`src/hw/uart_rx_cmd_buffers_cts_consts.vh`:
```
// constants for the uart receiver command, buffers and clear-to-send block
`ifndef UART_RX_CMD_BUFFERS_CTS_CONSTS_VH
`define UART_RX_CMD_BUFFERS_CTS_CONSTS_VH
// register offsets on the 4-bit register port
`define OFS_CHANNEL_COMMAND   4'h0
`define OFS_RECEIVE_BUFFER    4'h1
`define OFS_TRANSMIT_BUFFER   4'h2
`define OFS_INPUT_PORT_CHANGE 4'h3
`define OFS_CHANNEL_CONFIG    4'h4
`define OFS_CHANNEL_STATUS    4'h5
`define OFS_INT_STATUS        4'h6
`define OFS_INT_MASK          4'h7
// receiver command codes in bits 1..0 of channel_command
`define RCMD_NONE    2'h0
`define RCMD_ENABLE  2'h1
`define RCMD_DISABLE 2'h2
`define RCMD_RSVD    2'h3
// parity mode code that selects multidrop
`define PM_MULTIDROP 2'h3
// field positions of channel_config
`define CFG_PM_LO    0
`define CFG_PM_HI    1
`define CFG_LOOPBACK 2
`define CFG_TX_EN    3
`define CFG_IEC      4
// field positions of input_port_change
`define IPC_CTS 0
`define IPC_COS 4
// field positions of interrupt status and mask
`define INT_COS     0
`define INT_RXRDY   1
`define INT_OVERRUN 2
// reset values
`define CONFIG_RESET 8'h00
`define MASK_RESET   3'h0
// clear-to-send filter: least persistence 25 us at 5 ns per cycle
`define CTS_FILTER_NS  25000
`define CLK_PERIOD_NS  5
`define CTS_FILTER_CYC ((`CTS_FILTER_NS + `CLK_PERIOD_NS - 1) / `CLK_PERIOD_NS)
// system clock periods from reset release until cts is tracked
`define CTS_START_CYC  2
// default bit time in system clocks
`define BIT_CYC_DEFAULT 16
`endif

```
`src/hw/uart_rx_cmd_buffers_cts.v`:
```
// uart receiver command, receive fifo, transmit buffer and cts change logic
`include "uart_rx_cmd_buffers_cts_consts.vh"
`default_nettype none
// Operation
// - command bits 1..0 select receiver action
// - enable command starts start-bit hunt unless multidrop
// - disable command stops receiver, drops partial character
// - loop-back or multidrop keeps receiver running
// - one shift register feeding three-deep queue
// - cpu pops head, receiver pushes tail
// - accepted transmit write clears transmit ready
// - empty shifter loads holding register, sets ready
// - writes ignored when not ready or disabled
// - filtered cts edge sets change-of-state bit four
// - reading change register clears change indications
// - change interrupt only when input-change enabled
// - bit zero shows cts, zero when asserted
// - cts tracked two clocks after reset
module uart_rx_cmd_buffers_cts #(
  parameter integer BIT_CYC   = `BIT_CYC_DEFAULT, // system clocks per bit
  parameter integer CTS_CYC   = `CTS_FILTER_CYC,  // cts persistence count
  parameter integer FIFO_DEPTH = 3                // receive holding registers
) (
  input  wire       sys_clk_i,
  input  wire       srst_i,
  input  wire [3:0] addr_i,
  input  wire [7:0] wdata_i,
  input  wire       wr_i,
  input  wire       rd_i,
  output reg  [7:0] rdata_o,
  input  wire       receive_data_pin_i,
  input  wire       clear_to_send_input_n_i,
  output reg        transmit_data_pin_o,
  output reg        irq_o
);

  // pointer and count widths
  localparam integer PW = (FIFO_DEPTH > 1) ? $clog2(FIFO_DEPTH) : 1;
  localparam integer CW = $clog2(FIFO_DEPTH + 1);
  localparam integer BW = $clog2(BIT_CYC + 1);
  localparam integer FW = $clog2(CTS_CYC + 1);
  localparam [CW-1:0] FULL_CNT = FIFO_DEPTH[CW-1:0];
  localparam [BW-1:0] BIT_LAST = BIT_CYC[BW-1:0] - 1'b1;
  localparam [BW-1:0] BIT_HALF = BIT_CYC[BW-1:0] >> 1;
  localparam [FW-1:0] CTS_LAST = CTS_CYC[FW-1:0] - 1'b1;

  // serial state codes, shared by receiver and transmitter
  localparam [1:0] S_IDLE  = 2'h0;
  localparam [1:0] S_START = 2'h1;
  localparam [1:0] S_DATA  = 2'h2;
  localparam [1:0] S_STOP  = 2'h3;

  // decoded strobes
  function hit;
    input [3:0] a;
    input [3:0] ofs;
    begin
      hit = (a == ofs);
    end
  endfunction

  wire wr_cmd = wr_i & hit(addr_i, `OFS_CHANNEL_COMMAND);
  wire wr_tb  = wr_i & hit(addr_i, `OFS_TRANSMIT_BUFFER);
  wire wr_cfg = wr_i & hit(addr_i, `OFS_CHANNEL_CONFIG);
  wire wr_is  = wr_i & hit(addr_i, `OFS_INT_STATUS);
  wire wr_im  = wr_i & hit(addr_i, `OFS_INT_MASK);
  wire rd_rb  = rd_i & hit(addr_i, `OFS_RECEIVE_BUFFER);
  wire rd_ipc = rd_i & hit(addr_i, `OFS_INPUT_PORT_CHANGE);

  // control registers
  reg  [7:0] cfg_q;          // mode, loop-back, tx enable, input-change enable
  reg  [2:0] int_mask_q;     // interrupt mask, same layout as status
  reg  [2:0] int_stat_q;     // sticky interrupt status
  reg        rx_en_q;        // receiver enabled by command
  wire [1:0] parity_mode_field = cfg_q[`CFG_PM_HI:`CFG_PM_LO];
  wire       multidrop = (parity_mode_field == `PM_MULTIDROP);
  wire       loopback  = cfg_q[`CFG_LOOPBACK];
  wire       tx_en     = cfg_q[`CFG_TX_EN];
  wire       iec       = cfg_q[`CFG_IEC];
  wire [1:0] receiver_command_field = wdata_i[1:0];

  // receiver runs when enabled or forced by loop-back / multidrop
  wire rx_active = rx_en_q | loopback | multidrop;

  // receiver enable bit driven by the command field
  always @(posedge sys_clk_i) begin
    if (srst_i) begin
      rx_en_q <= 1'b0;
    end else if (wr_cmd) begin
      case (receiver_command_field)
        `RCMD_ENABLE: begin
          if (!multidrop) begin
            rx_en_q <= 1'b1;
          end
        end
        `RCMD_DISABLE: begin
          rx_en_q <= 1'b0;
        end
        default: begin
          rx_en_q <= rx_en_q; // no action, reserved code does nothing
        end
      endcase
    end
  end

  // configuration and mask registers
  always @(posedge sys_clk_i) begin
    if (srst_i) begin
      cfg_q      <= `CONFIG_RESET;
      int_mask_q <= `MASK_RESET;
    end else begin
      if (wr_cfg) begin
        cfg_q <= wdata_i;
      end
      if (wr_im) begin
        int_mask_q <= wdata_i[2:0];
      end
    end
  end

  // ------------------------------------------------------------ transmit
  reg  [7:0] transmit_character_q; // holding register
  reg        transmit_ready_q;     // high when holding register is free
  reg        tx_busy_q;            // valid character waits in holding register
  reg  [7:0] tx_shift_q;
  reg  [1:0] tx_state_q;
  reg  [2:0] tx_bit_q;
  reg  [BW-1:0] tx_cnt_q;
  wire tx_tick = (tx_cnt_q == BIT_LAST);
  wire tx_take = wr_tb & transmit_ready_q & tx_en;
  wire tx_load = (tx_state_q == S_IDLE) & ~transmit_ready_q;

  // holding register and ready flag; a disabled transmitter has no ready
  always @(posedge sys_clk_i) begin
    if (srst_i) begin
      transmit_character_q <= 8'h00;
      transmit_ready_q     <= 1'b0;
    end else if (!tx_en) begin
      transmit_ready_q <= 1'b0;
    end else if (tx_take) begin
      transmit_character_q <= wdata_i;
      transmit_ready_q     <= 1'b0;
    end else if (tx_load && tx_state_q == S_IDLE && tx_busy_q) begin
      transmit_ready_q <= 1'b1;
    end else if (!tx_busy_q) begin
      transmit_ready_q <= 1'b1; // enable sets ready with holding register empty
    end
  end

  // tx_busy_q marks a valid character in the holding register
  always @(posedge sys_clk_i) begin
    if (srst_i || !tx_en) begin
      tx_busy_q <= 1'b0;
    end else if (tx_take) begin
      tx_busy_q <= 1'b1;
    end else if (tx_load && tx_busy_q) begin
      tx_busy_q <= 1'b0;
    end
  end

  // transmit shifter: start, eight data bits lsb first, one stop bit
  // a character in flight always finishes, even if tx is disabled
  always @(posedge sys_clk_i) begin
    if (srst_i) begin
      tx_state_q          <= S_IDLE;
      tx_shift_q          <= 8'h00;
      tx_bit_q            <= 3'h0;
      tx_cnt_q            <= {BW{1'b0}};
      transmit_data_pin_o <= 1'b1;
    end else begin
      tx_cnt_q <= (tx_state_q == S_IDLE || tx_tick) ? {BW{1'b0}}
                                                    : tx_cnt_q + 1'b1;
      case (tx_state_q)
        S_IDLE: begin
          transmit_data_pin_o <= 1'b1;
          if (tx_load && tx_busy_q) begin
            tx_shift_q          <= transmit_character_q;
            tx_state_q          <= S_START;
            transmit_data_pin_o <= 1'b0;
          end
        end
        S_START: begin
          if (tx_tick) begin
            tx_state_q          <= S_DATA;
            tx_bit_q            <= 3'h0;
            transmit_data_pin_o <= tx_shift_q[0];
          end
        end
        S_DATA: begin
          if (tx_tick) begin
            tx_shift_q <= {1'b0, tx_shift_q[7:1]};
            tx_bit_q   <= tx_bit_q + 1'b1;
            if (tx_bit_q == 3'h7) begin
              tx_state_q          <= S_STOP;
              transmit_data_pin_o <= 1'b1;
            end else begin
              transmit_data_pin_o <= tx_shift_q[1];
            end
          end
        end
        S_STOP: begin
          if (tx_tick) begin
            tx_state_q <= S_IDLE;
          end
        end
        default: begin
          tx_state_q <= S_IDLE;
        end
      endcase
    end
  end

  // ------------------------------------------------------------- receive
  // loop-back feeds the receiver from our own transmit line
  wire rx_line = loopback ? transmit_data_pin_o : receive_data_pin_i;
  reg  [1:0] rx_state_q;
  reg  [7:0] rx_shift_q;   // serial shift register
  reg  [2:0] rx_bit_q;
  reg  [BW-1:0] rx_cnt_q;
  reg        rx_push;      // complete character this cycle
  wire rx_tick = (rx_cnt_q == BIT_LAST);

  // receiver sequencer; sampling at mid bit after half-bit start check
  always @(posedge sys_clk_i) begin
    if (srst_i || !rx_active) begin
      rx_state_q <= S_IDLE;
      rx_shift_q <= 8'h00;
      rx_bit_q   <= 3'h0;
      rx_cnt_q   <= {BW{1'b0}};
      rx_push    <= 1'b0;
    end else begin
      rx_push  <= 1'b0;
      rx_cnt_q <= rx_tick ? {BW{1'b0}} : rx_cnt_q + 1'b1;
      case (rx_state_q)
        S_IDLE: begin
          rx_cnt_q <= {BW{1'b0}};
          if (!rx_line) begin
            rx_state_q <= S_START;
          end
        end
        S_START: begin
          // glitch shorter than half a bit returns to the hunt
          if (rx_cnt_q == BIT_HALF) begin
            rx_cnt_q <= {BW{1'b0}};
            if (rx_line) begin
              rx_state_q <= S_IDLE;
            end else begin
              rx_state_q <= S_DATA;
              rx_bit_q   <= 3'h0;
            end
          end
        end
        S_DATA: begin
          if (rx_tick) begin
            rx_shift_q <= {rx_line, rx_shift_q[7:1]};
            rx_bit_q   <= rx_bit_q + 1'b1;
            if (rx_bit_q == 3'h7) begin
              rx_state_q <= S_STOP;
            end
          end
        end
        S_STOP: begin
          if (rx_tick) begin
            rx_state_q <= S_IDLE;
            rx_push    <= 1'b1;
          end
        end
        default: begin
          rx_state_q <= S_IDLE;
        end
      endcase
    end
  end

  // receive queue of holding registers
  reg  [7:0]    rx_mem [0:FIFO_DEPTH-1];
  reg  [PW-1:0] rd_ptr_q;
  reg  [PW-1:0] wr_ptr_q;
  reg  [CW-1:0] rx_cnt_fifo_q;
  reg           overrun_q;
  wire fifo_full  = (rx_cnt_fifo_q == FULL_CNT);
  wire fifo_empty = (rx_cnt_fifo_q == {CW{1'b0}});
  wire do_push = rx_push & ~fifo_full;  // full queue drops the newcomer
  wire do_pop  = rd_rb & ~fifo_empty;

  // pointer wrap at the queue depth
  function [PW-1:0] nxt;
    input [PW-1:0] p;
    begin
      nxt = (p == FIFO_DEPTH[PW-1:0] - 1'b1) ? {PW{1'b0}} : p + 1'b1;
    end
  endfunction

  // queue pointers, count and overrun flag
  always @(posedge sys_clk_i) begin
    if (srst_i) begin
      rd_ptr_q      <= {PW{1'b0}};
      wr_ptr_q      <= {PW{1'b0}};
      rx_cnt_fifo_q <= {CW{1'b0}};
      overrun_q     <= 1'b0;
    end else begin
      if (do_push) begin
        wr_ptr_q <= nxt(wr_ptr_q);
      end
      if (do_pop) begin
        rd_ptr_q <= nxt(rd_ptr_q);
      end
      if (do_push && !do_pop) begin
        rx_cnt_fifo_q <= rx_cnt_fifo_q + 1'b1;
      end else if (do_pop && !do_push) begin
        rx_cnt_fifo_q <= rx_cnt_fifo_q - 1'b1;
      end
      if (rx_push && fifo_full) begin
        overrun_q <= 1'b1;
      end
    end
  end

  // queue storage has no reset; unread slots are never shown
  always @(posedge sys_clk_i) begin
    if (do_push) begin
      rx_mem[wr_ptr_q] <= rx_shift_q;
    end
  end

  // ------------------------------------------------------- clear to send
  reg [1:0]    start_cnt_q;  // counts clocks after reset release
  reg          cts_live_q;   // tracking started
  reg          cts_state_q;  // filtered pin level, 1 = deasserted
  reg [FW-1:0] cts_cnt_q;    // persistence counter
  reg          cos_q;        // change-of-state, bit 4
  reg          cos_evt;      // one-cycle change event
  wire cts_pin = clear_to_send_input_n_i;

  // filter: a new level must hold for the whole count before it counts
  always @(posedge sys_clk_i) begin
    if (srst_i) begin
      start_cnt_q <= 2'h0;
      cts_live_q  <= 1'b0;
      cts_state_q <= 1'b1;
      cts_cnt_q   <= {FW{1'b0}};
      cos_evt     <= 1'b0;
    end else begin
      cos_evt <= 1'b0;
      if (!cts_live_q) begin
        start_cnt_q <= start_cnt_q + 1'b1;
        if (start_cnt_q == `CTS_START_CYC - 1) begin
          cts_live_q  <= 1'b1;
          cts_state_q <= cts_pin;
          cos_evt     <= ~cts_pin;
        end
      end else if (cts_pin == cts_state_q) begin
        cts_cnt_q <= {FW{1'b0}};
      end else if (cts_cnt_q == CTS_LAST) begin
        cts_cnt_q   <= {FW{1'b0}};
        cts_state_q <= cts_pin;
        cos_evt     <= 1'b1;
      end else begin
        cts_cnt_q <= cts_cnt_q + 1'b1;
      end
    end
  end

  // change-of-state flag: a new event beats a clearing read
  always @(posedge sys_clk_i) begin
    if (srst_i) begin
      cos_q <= 1'b0;
    end else if (cos_evt) begin
      cos_q <= 1'b1;
    end else if (rd_ipc) begin
      cos_q <= 1'b0;
    end
  end

  // ------------------------------------------------------ interrupt logic
  // sticky status, write one to clear; set wins over any clear
  wire [2:0] int_set = {rx_push & fifo_full, do_push, cos_evt & iec};
  wire [2:0] int_clr = (wr_is ? wdata_i[2:0] : 3'h0) |
                       {2'h0, rd_ipc};
  always @(posedge sys_clk_i) begin
    if (srst_i) begin
      int_stat_q <= 3'h0;
      irq_o      <= 1'b0;
    end else begin
      int_stat_q <= int_set | (int_stat_q & ~int_clr);
      irq_o      <= |(int_stat_q & int_mask_q);
    end
  end

  // ----------------------------------------------------------- read port
  wire [7:0] ipc_val = {3'h0, cos_q, 3'h0, cts_state_q};
  wire [7:0] status_val = {1'b0, overrun_q, rx_cnt_fifo_q[1:0],
                           tx_state_q != S_IDLE, tx_busy_q,
                           transmit_ready_q, rx_en_q};

  // read data stand one cycle after the strobe, zero otherwise
  always @(posedge sys_clk_i) begin
    if (srst_i || !rd_i) begin
      rdata_o <= 8'h00;
    end else begin
      case (addr_i)
        `OFS_RECEIVE_BUFFER:    rdata_o <= fifo_empty ? 8'h00
                                                      : rx_mem[rd_ptr_q];
        `OFS_INPUT_PORT_CHANGE: rdata_o <= ipc_val;
        `OFS_CHANNEL_CONFIG:    rdata_o <= cfg_q;
        `OFS_CHANNEL_STATUS:    rdata_o <= status_val;
        `OFS_INT_STATUS:        rdata_o <= {5'h00, int_stat_q};
        `OFS_INT_MASK:          rdata_o <= {5'h00, int_mask_q};
        default:                rdata_o <= 8'h00; // write-only or unmapped
      endcase
    end
  end

endmodule
`default_nettype wire

```
`config.mk`:
```
export PLATFORM = sky130hd
export DESIGN_NAME = uart_rx_cmd_buffers_cts
export DESIGN_NICKNAME = d
export VERILOG_FILES = /design/src/hw/uart_rx_cmd_buffers_cts.v
export VERILOG_INCLUDE_DIRS = /design/src /design/src/hw
export SDC_FILE = /design/constraint.sdc
export NUM_CORES = 1
export LEC_CHECK = 0
export BUFFER_PORTS_ARGS = -buffer_cell sky130_fd_sc_hd__buf_2
export CAP_MARGIN = 20
export CELL_PAD_IN_SITES_DETAIL_PLACEMENT = 1
export CELL_PAD_IN_SITES_GLOBAL_PLACEMENT = 2
export CORE_MARGIN = 5
export CORE_UTILIZATION = 39
export DETAILED_ROUTE_END_ITERATION = 12
export MAX_ROUTING_LAYER = met4
export PLACE_DENSITY = 0.87
export SYNTH_ARGS = -nofsm -noshare
export SYNTH_HDL_FRONTEND = slang
export SYNTH_SLANG_ARGS = --single-unit
```
`constraint.sdc`:
```
create_clock -name sys_clk_i -period 2.8 [get_ports sys_clk_i]
set_clock_uncertainty 0.2 [all_clocks]
set_input_delay 0.14 -clock sys_clk_i [delete_from_list [all_inputs] [get_ports sys_clk_i]]
set_output_delay 0.14 -clock sys_clk_i [all_outputs]
set_load 0.1 [all_outputs]
```
==> results of run 1 <==
-- worst max path at each step --
| stage | depth (start not counted) | slack (ns) | end | startpoint |
|---|---|---|---|---|
| floorplan | 4 | 0.76 | rx_bit_q[0] | transmit_data_pin_o |
| global placement | 7 | 0.61 | tx_shift_q[7] | tx_cnt_q[0] |
| detailed placement | 7 | 0.47 | tx_shift_q[4] | tx_cnt_q[0] |
| CTS | 7 | 0.43 | tx_shift_q[1] | tx_cnt_q[0] |
| global route | 7 | 0.26 | tx_shift_q[1] | tx_cnt_q[0] |
| finish | 7 | 0.46 | tx_shift_q[1] | tx_cnt_q[0] |
-- flip-flops by register name, indices dropped and copies added, names as in the netlist, 5 cells and up, named ones only --
signal,count
rdata_o,8
tx_shift_q,8
rx_cnt_q,5
cfg_q,8
transmit_character_q,8
rx_shift_q,8
cts_cnt_q,13
tx_cnt_q,5
rx_mem,24
-- layer usage --
metal  GRT usage, %  vias to the layer above
met5              -                        -
met4           6.06                        0
met3           4.50                       14
met2           28.8                       46
met1           20.5                     1978
li1               -                     2020
-- cell type report --
cell class                      instances  area (um2)
Inverter                               16        60.1
Tap cell                              176         220
Fill cell                            1507        6880
Timing Repair Buffer                   47         315
Clock buffer                           18         429
Multi-Input combinational cell        379        2390
Sequential cell                       124        2720
Clock inverter                         14         224
-- power breakdown --
group	leakage, nW	switching [mW]	total, mW	internal [mW]
sequential	1.03	0.0512	1.93	1.88
combinational	0.913	0.235	0.377	0.142
clock	0.317	0.776	2.43	1.65
-- per-stage QoR --
stage,total power [mW],hold slack (ns),cells,util [%],instance area (um2)
3_5_place_dp,2.32,0.170,730,42.2,5590
5_1_grt,4.91,0.0205,774,48.0,6360
3_3_place_gp,2.30,0.159,730,42.2,5590
4_1_cts,4.78,0.00841,774,48.0,6360
6_report,4.74,0.0233,774,48.0,6360
2_1_floorplan,2.22,0.0839,544,-,5280
-- timing repair --
| item | in CTS | in global routing |
|---|---|---|
| hold endpoints to repair | 27 | 0 |
| hold buffers | 12 | 0 |
| resized for setup | 0 | 0 |
-- cell usage in the layout, fill, tap and decap left out, drive strengths merged, types with 4 or more instances in the layout --
cell type / count
buf: 35
a21oi: 36
a211oi: 10
nand2: 55
edfxtp: 24
bufinv: 6
o21ai: 21
dlygate4sd3: 12
dfxtp: 100
nor2b: 8
clkbuf: 18
xor2: 9
nor2: 76
nor3: 5
mux2i: 34
ha: 16
a22oi: 8
xnor2: 9
nor4: 5
nand4: 8
a32oi: 4
clkinv: 6
nand3: 21
inv: 16
-- cells by family after synthesis --
kind of cell	share of synthesized area (%)
flip-flops	51.6
AND/OR/NAND/NOR	19.0
AO/OA/AOI/OAI	12.4
adder cells (fa/ha/maj)	3.79
XOR/XNOR	2.99
buffers and inverters	3.18
multiplexers	7.09
-- worst register-to-register path, stage by stage, from the launching register on --
cell      delay [ns]
dfxtp_1         0.36
ha_1            0.18
and3_1          0.16
ha_1            0.28
nand2_1         0.12
a22oi_2         0.55
nor2_1          0.14
a211oi_1        0.25
==> flow_summary.toml, run 1 <==
[layout]
final_nets = 619
area_growth_syn_to_layout_pct = 20.5
layout-drive-gt1-share_pct = 12.7
diodes = 0

[clock_network]
worstSkewPairLatency_ns = 0.41
tritoncts = "yes"
numClockSinks = 124
cts_made_buffers = 17
cts_buffer_depth = 2
postCtsSetupRepairBufs = 0
cts_root_buffer = "clkbuf_16"
clk_pin_slew_ns = 0.05
htreeDepth = 4

[detailed_routing]
vias = 4058
ant_nets = 0
first_pass_iters = 4
first_iter_violations = 188
routed_wl_mm = 12.9
route.top_layer_used = "met4"
m1WireLength_mm = 5.84
routedWlPerCell_um = 16.6
viasPerCell = 5.24
route.met2.wl_mm = 6.51
route.detailed.drc = 0
dr_wl_met3_um = 350

[setup_path]
cpMaxStageDelayCell = "a22oi_2"
cp_num_buf_inv = 0
critical_path_maximum_fanout = 15
critPathMaxStageDelay_ns = 0.55
worst_reg2reg_path_startpoint = "tx_cnt_q[0]"
category_of_the_critical_setup_timing_path = "reg2reg"
timing.critical_path.required_ns = 2.92
setup.worst_path.start_class = "register"
path_cells = "ha_1, and3_1, ha_1, nand2_1, a22oi_2, nor2_1, a211oi_1"
timing.reg2reg.setup_slack_ns = 0.46
crit_path_frequent_cell = "ha_1"
critPathCaptureType = "register"
worst-endpoint-arrival_ns = 2.47
crit-reg2reg-capture = "tx_shift_q[1]"
cpLargestDelayFamily = "compound AO/OA/AOI/OAI gates"
reg2regPathDepth = 7

[timing]
report.final.setup_viol = 0
min_period_ns = 2.34
finalSetupTns_ns = 0
grt_setup_unrepaired = "no"
drv_slew = 0
hold_viol = 0
postLayoutSetupSlackWorst_ns = 0.458
tightestPinTransition_ns = 0.687
clock.fmax_mhz = 427
timing.final.crit_share_pct = 83.6
maxSlewHeadroom_pct = 54.2

[synthesis]
post_synth_most_frequent_cells = "dfxtp_1, nor2_1, nand2_1, a21oi_1, mux2i_1"
avgSynthCellArea_um2 = 9.70
synth-edff-count = 24
synth.area.top_cells = "dfxtp_1, edfxtp_1, mux2i_1, nor2_1, nand2_1"
yosys.area.top_type_share_pct = 37.9
yosysWarningCount = 0
synth_register_bits = 124
post_synth_num_cell_types = 57
postSynth.asyncResetShare_pct = 0
netlist_area_pre_place_um2 = 5280
ys_seq_area_share_pct = 51.6
synthDominantAreaCellType = "dfxtp_1"
synth.net_count = 578
ys.flop_type = "dfxtp_1"
synth_most_common_cell = "dfxtp_1"
synthCells = 544

[pwr]
total_leakage_power_nw = 2.26
power.density_cell_area_nw_per_um2 = 745
max-vdd-ir-drop_mv = 0.393

[global_route]
global_route.usage.total_pct = 17.4
grt-ovfl-total = 0
grt_max_degree = 29
first_global_vias = 4274
antenna_violations_before_repair = 0
grt_pass1_wl_mm = 21.3

[placed_design]
post-dp-hpwl_mm = 8.86
count_of_buffers_from_port_buffering = 27
dp_worst_setup_slack_ns = 0.465
place_congestion = 0.793

[flow_run]
drv_cap = 0

[run_status]
result_of_the_run = "finished, final reports clean"

[min_path]
worstHoldEndpoint = "cfg_q[0]"
whs_path_depth = 4
hp-start = "wr_i"
timing.hold.worst.class = "in2reg"

[floorplan]
initial_utilization_pct = 39.9
placeableCoreArea_um2 = 13200
ios = 28
die_area_um2 = 16000
die-width_um = 126
die_height_um = 126
placement_rows = 42
No activity file was read; power rests on OpenSTA's default activity.
==> run 2, diff against run 1 <==
--- a/config.mk
+++ b/config.mk
@@ -6,15 +6,16 @@
 export SDC_FILE = /design/constraint.sdc
 export NUM_CORES = 1
 export LEC_CHECK = 0
+export ABC_AREA = 1
 export BUFFER_PORTS_ARGS = -buffer_cell sky130_fd_sc_hd__buf_2
 export CAP_MARGIN = 20
 export CELL_PAD_IN_SITES_DETAIL_PLACEMENT = 1
 export CELL_PAD_IN_SITES_GLOBAL_PLACEMENT = 2
 export CORE_MARGIN = 5
-export CORE_UTILIZATION = 39
+export CORE_UTILIZATION = 33
 export DETAILED_ROUTE_END_ITERATION = 12
 export MAX_ROUTING_LAYER = met4
-export PLACE_DENSITY = 0.87
+export PLACE_DENSITY = 0.83
 export SYNTH_ARGS = -nofsm -noshare
 export SYNTH_HDL_FRONTEND = slang
 export SYNTH_SLANG_ARGS = --single-unit
==> constraint.sdc (replaced) <==
create_clock -name sys_clk_i -period 1.93 [get_ports sys_clk_i]
set_clock_uncertainty 0.2 [all_clocks]
set_input_delay 0.0965 -clock sys_clk_i [delete_from_list [all_inputs] [get_ports sys_clk_i]]
set_output_delay 0.0965 -clock sys_clk_i [all_outputs]
set_load 0.1 [all_outputs]
==> flow_summary.toml, run 2 <==
[run_status]
result_of_the_run = "finished, final reports clean"

[clock_network]
clk_pin_slew_ns = 0.06
cts_root_buffer = "clkbuf_16"
tritoncts = "yes"
htreeDepth = 4
cts_made_buffers = 17
cts_buffer_depth = 2
worstSkewPairLatency_ns = 0.42
numClockSinks = 124

[setup_path]
setup.worst_path.start_class = "primary input"
timing.reg2reg.setup_slack_ns = 0.13
critPathCaptureType = "register"
worst-endpoint-arrival_ns = 1.98
category_of_the_critical_setup_timing_path = "in2reg"
timing.critical_path.required_ns = 2.07
critical_path_maximum_fanout = 6

[global_route]
first_global_vias = 5087
grt_pass1_wl_mm = 24.9
global_route.usage.total_pct = 16.4
antenna_violations_before_repair = 0
grt_max_degree = 23
grt-ovfl-total = 0

[synthesis]
synthCells = 677
synth_most_common_cell = "nand2_1"
ys_seq_area_share_pct = 49.9
postSynth.asyncResetShare_pct = 0
synth-edff-count = 24
synth.net_count = 711
yosys.area.top_type_share_pct = 36.7
post_synth_most_frequent_cells = "nand2_1, dfxtp_1, inv_1, nor2_1, a21oi_1"
post_synth_num_cell_types = 42
synth.area.top_cells = "dfxtp_1, edfxtp_1, nand2_1, a21oi_1, inv_1"
yosysWarningCount = 0
ys.flop_type = "dfxtp_1"
synthDominantAreaCellType = "dfxtp_1"
avgSynthCellArea_um2 = 8.06
netlist_area_pre_place_um2 = 5460
synth_register_bits = 124

[pwr]
total_leakage_power_nw = 2.61
pwr-share-clk_pct = 51.7
total_switching_power_mw = 1.50
seqPwrFrac_pct = 42.1
switching_share_of_power_pct = 23.1
power.density_cell_area_nw_per_um2 = 953
power.combinational.fraction_pct = 6.3
max-vdd-ir-drop_mv = 0.644
cellInternalPower_mw = 5.00

[layout]
final_nets = 782
layout-drive-gt1-share_pct = 14.3
core_util_final_pct = 41.5
layout_top_registers = "rx_mem: 24 flops, cts_cnt_q: 13 flops"
area_growth_syn_to_layout_pct = 24.8
max_flop_register = "rx_mem"
largest_reg_flops = 24
diodes = 0
most-common-layout-cells = "nand2_1, dfxtp_1, inv_1, nor2_1, a21oi_1"
most_common_cell_after_layout_fill_and_taps_aside = "nand2_1"
design_area_um2 = 6810
fill_cells = 1942

[floorplan]
initial_utilization_pct = 33.3
ios = 28
die_area_um2 = 19200
placement_rows = 47
die_height_um = 139
die-width_um = 139
placeableCoreArea_um2 = 16400

[placed_design]
count_of_buffers_from_port_buffering = 27
post-dp-hpwl_mm = 10.7
dpl_cell_area_um2 = 5890
place_congestion = 0.852

[timing]
min_period_ns = 1.84
finalSetupTns_ns = 0
clock.fmax_mhz = 544
maxSlewHeadroom_pct = 67.5
timing.final.crit_share_pct = 95.3
grt_setup_unrepaired = "no"
tightestPinTransition_ns = 0.485
report.final.setup_viol = 0
hold_viol = 0
drv_slew = 0

[min_path]
timing.hold.worst.class = "in2reg"

[detailed_routing]
first_pass_iters = 4
route.detailed.drc = 0
routed_wl_mm = 14.9
vias = 4747
first_iter_violations = 193
viasPerCell = 4.84
ant_nets = 0
routedWlPerCell_um = 15.2

[flow_run]
drv_cap = 0
==> run 2: cell count changes in the layout (fill, tap and decap cells not counted), moves of 11 or more <==
cell      change
nand3_1      +28
inv_1        +60
a21oi_1      +25
mux2i_1      -34
nand2_1      +72
o21ai_0      +23
o211ai_1     +11
==> run 2: power groups by stage <==
stage	clock network [mW]	registers, mW	logic [mW]
final	3.36	2.73	0.407
after global routing	3.56	2.74	0.457
after CTS	3.42	2.73	0.406
after detailed placement	0	2.79	0.368
after global placement	0	2.78	0.353
after floorplan	0	2.77	0.261
==> run 2: kinds of logic after synthesis <==
group,after synthesis,synth area share (%)
adders and majority gates,16,3.67
xor gates and xnor gates,10,1.60
and+or+nand+nor,298,24.2
DFF,124,49.9
buffers and inverters,99,7.56
AOI/OAI and AO/OA,130,13.1
==> run 2: layout make-up <==
type | count | area, um2 | share of cell area [%]
clock buffer | 18 | 429 | 6.30
clock inverter | 14 | 194 | 2.85
inverter | 83 | 317 | 4.65
multi-input combinational | 454 | 2360 | 34.7
sequential | 124 | 2720 | 40.0
tap | 220 | 275 | 4.04
timing repair buffer | 68 | 510 | 7.49
==> run 2: worst paths after layout <==
path | start | to | cells past startpoint
worst min-delay path | addr_i[3] | transmit_character_q[5] | 4
worst max-delay path | addr_i[2] | cfg_q[5] | 9
worst max register to register | tx_cnt_q[0] | tx_shift_q[6] | 9
worst min register to register | overrun_q | overrun_q | 2
==> run 2: timing repair <==
action / CTS / global route
resized for setup: 3 / 11
hold endpoints to repair: 41 / 0
setup buffers: 0 / 3
setup endpoints to repair: 3 / 22
hold buffers: 23 / 0
==> run 2: worst max-delay path: stages <==
cell and delay, ns:
buf_2 0.09, dlygate4sd3_1 0.60, nand2_2 0.12, inv_2 0.10
nand2_4 0.08, clkinv_4 0.08, nand3_1 0.09, dlygate4sd3_1 0.57
a21oi_1 0.15
==> run 2: routing by layer <==
| metal | global-route usage [%] | wire length [um] |
|---|---|---|
| met1 | 19.1 | 6860 |
| met2 | 28.3 | 7450 |
| met3 | 3.34 | 347 |
| met4 | 5.51 | 238 |
| met5 | - | 0 |
==> run 2: per-stage QoR <==
stage	setup slack [ns]	hold slack (ns)	power [mW]	cells
6_report	0.0916	0.00104	6.50	981
5_1_grt	0.000817	0.0335	6.75	981
4_1_cts	0.0269	0.00573	6.56	979
3_5_place_dp	-0.0257	0.159	3.16	924
3_3_place_gp	0.0837	0.160	3.14	924
2_1_floorplan	0.0405	-0.0191	3.03	677
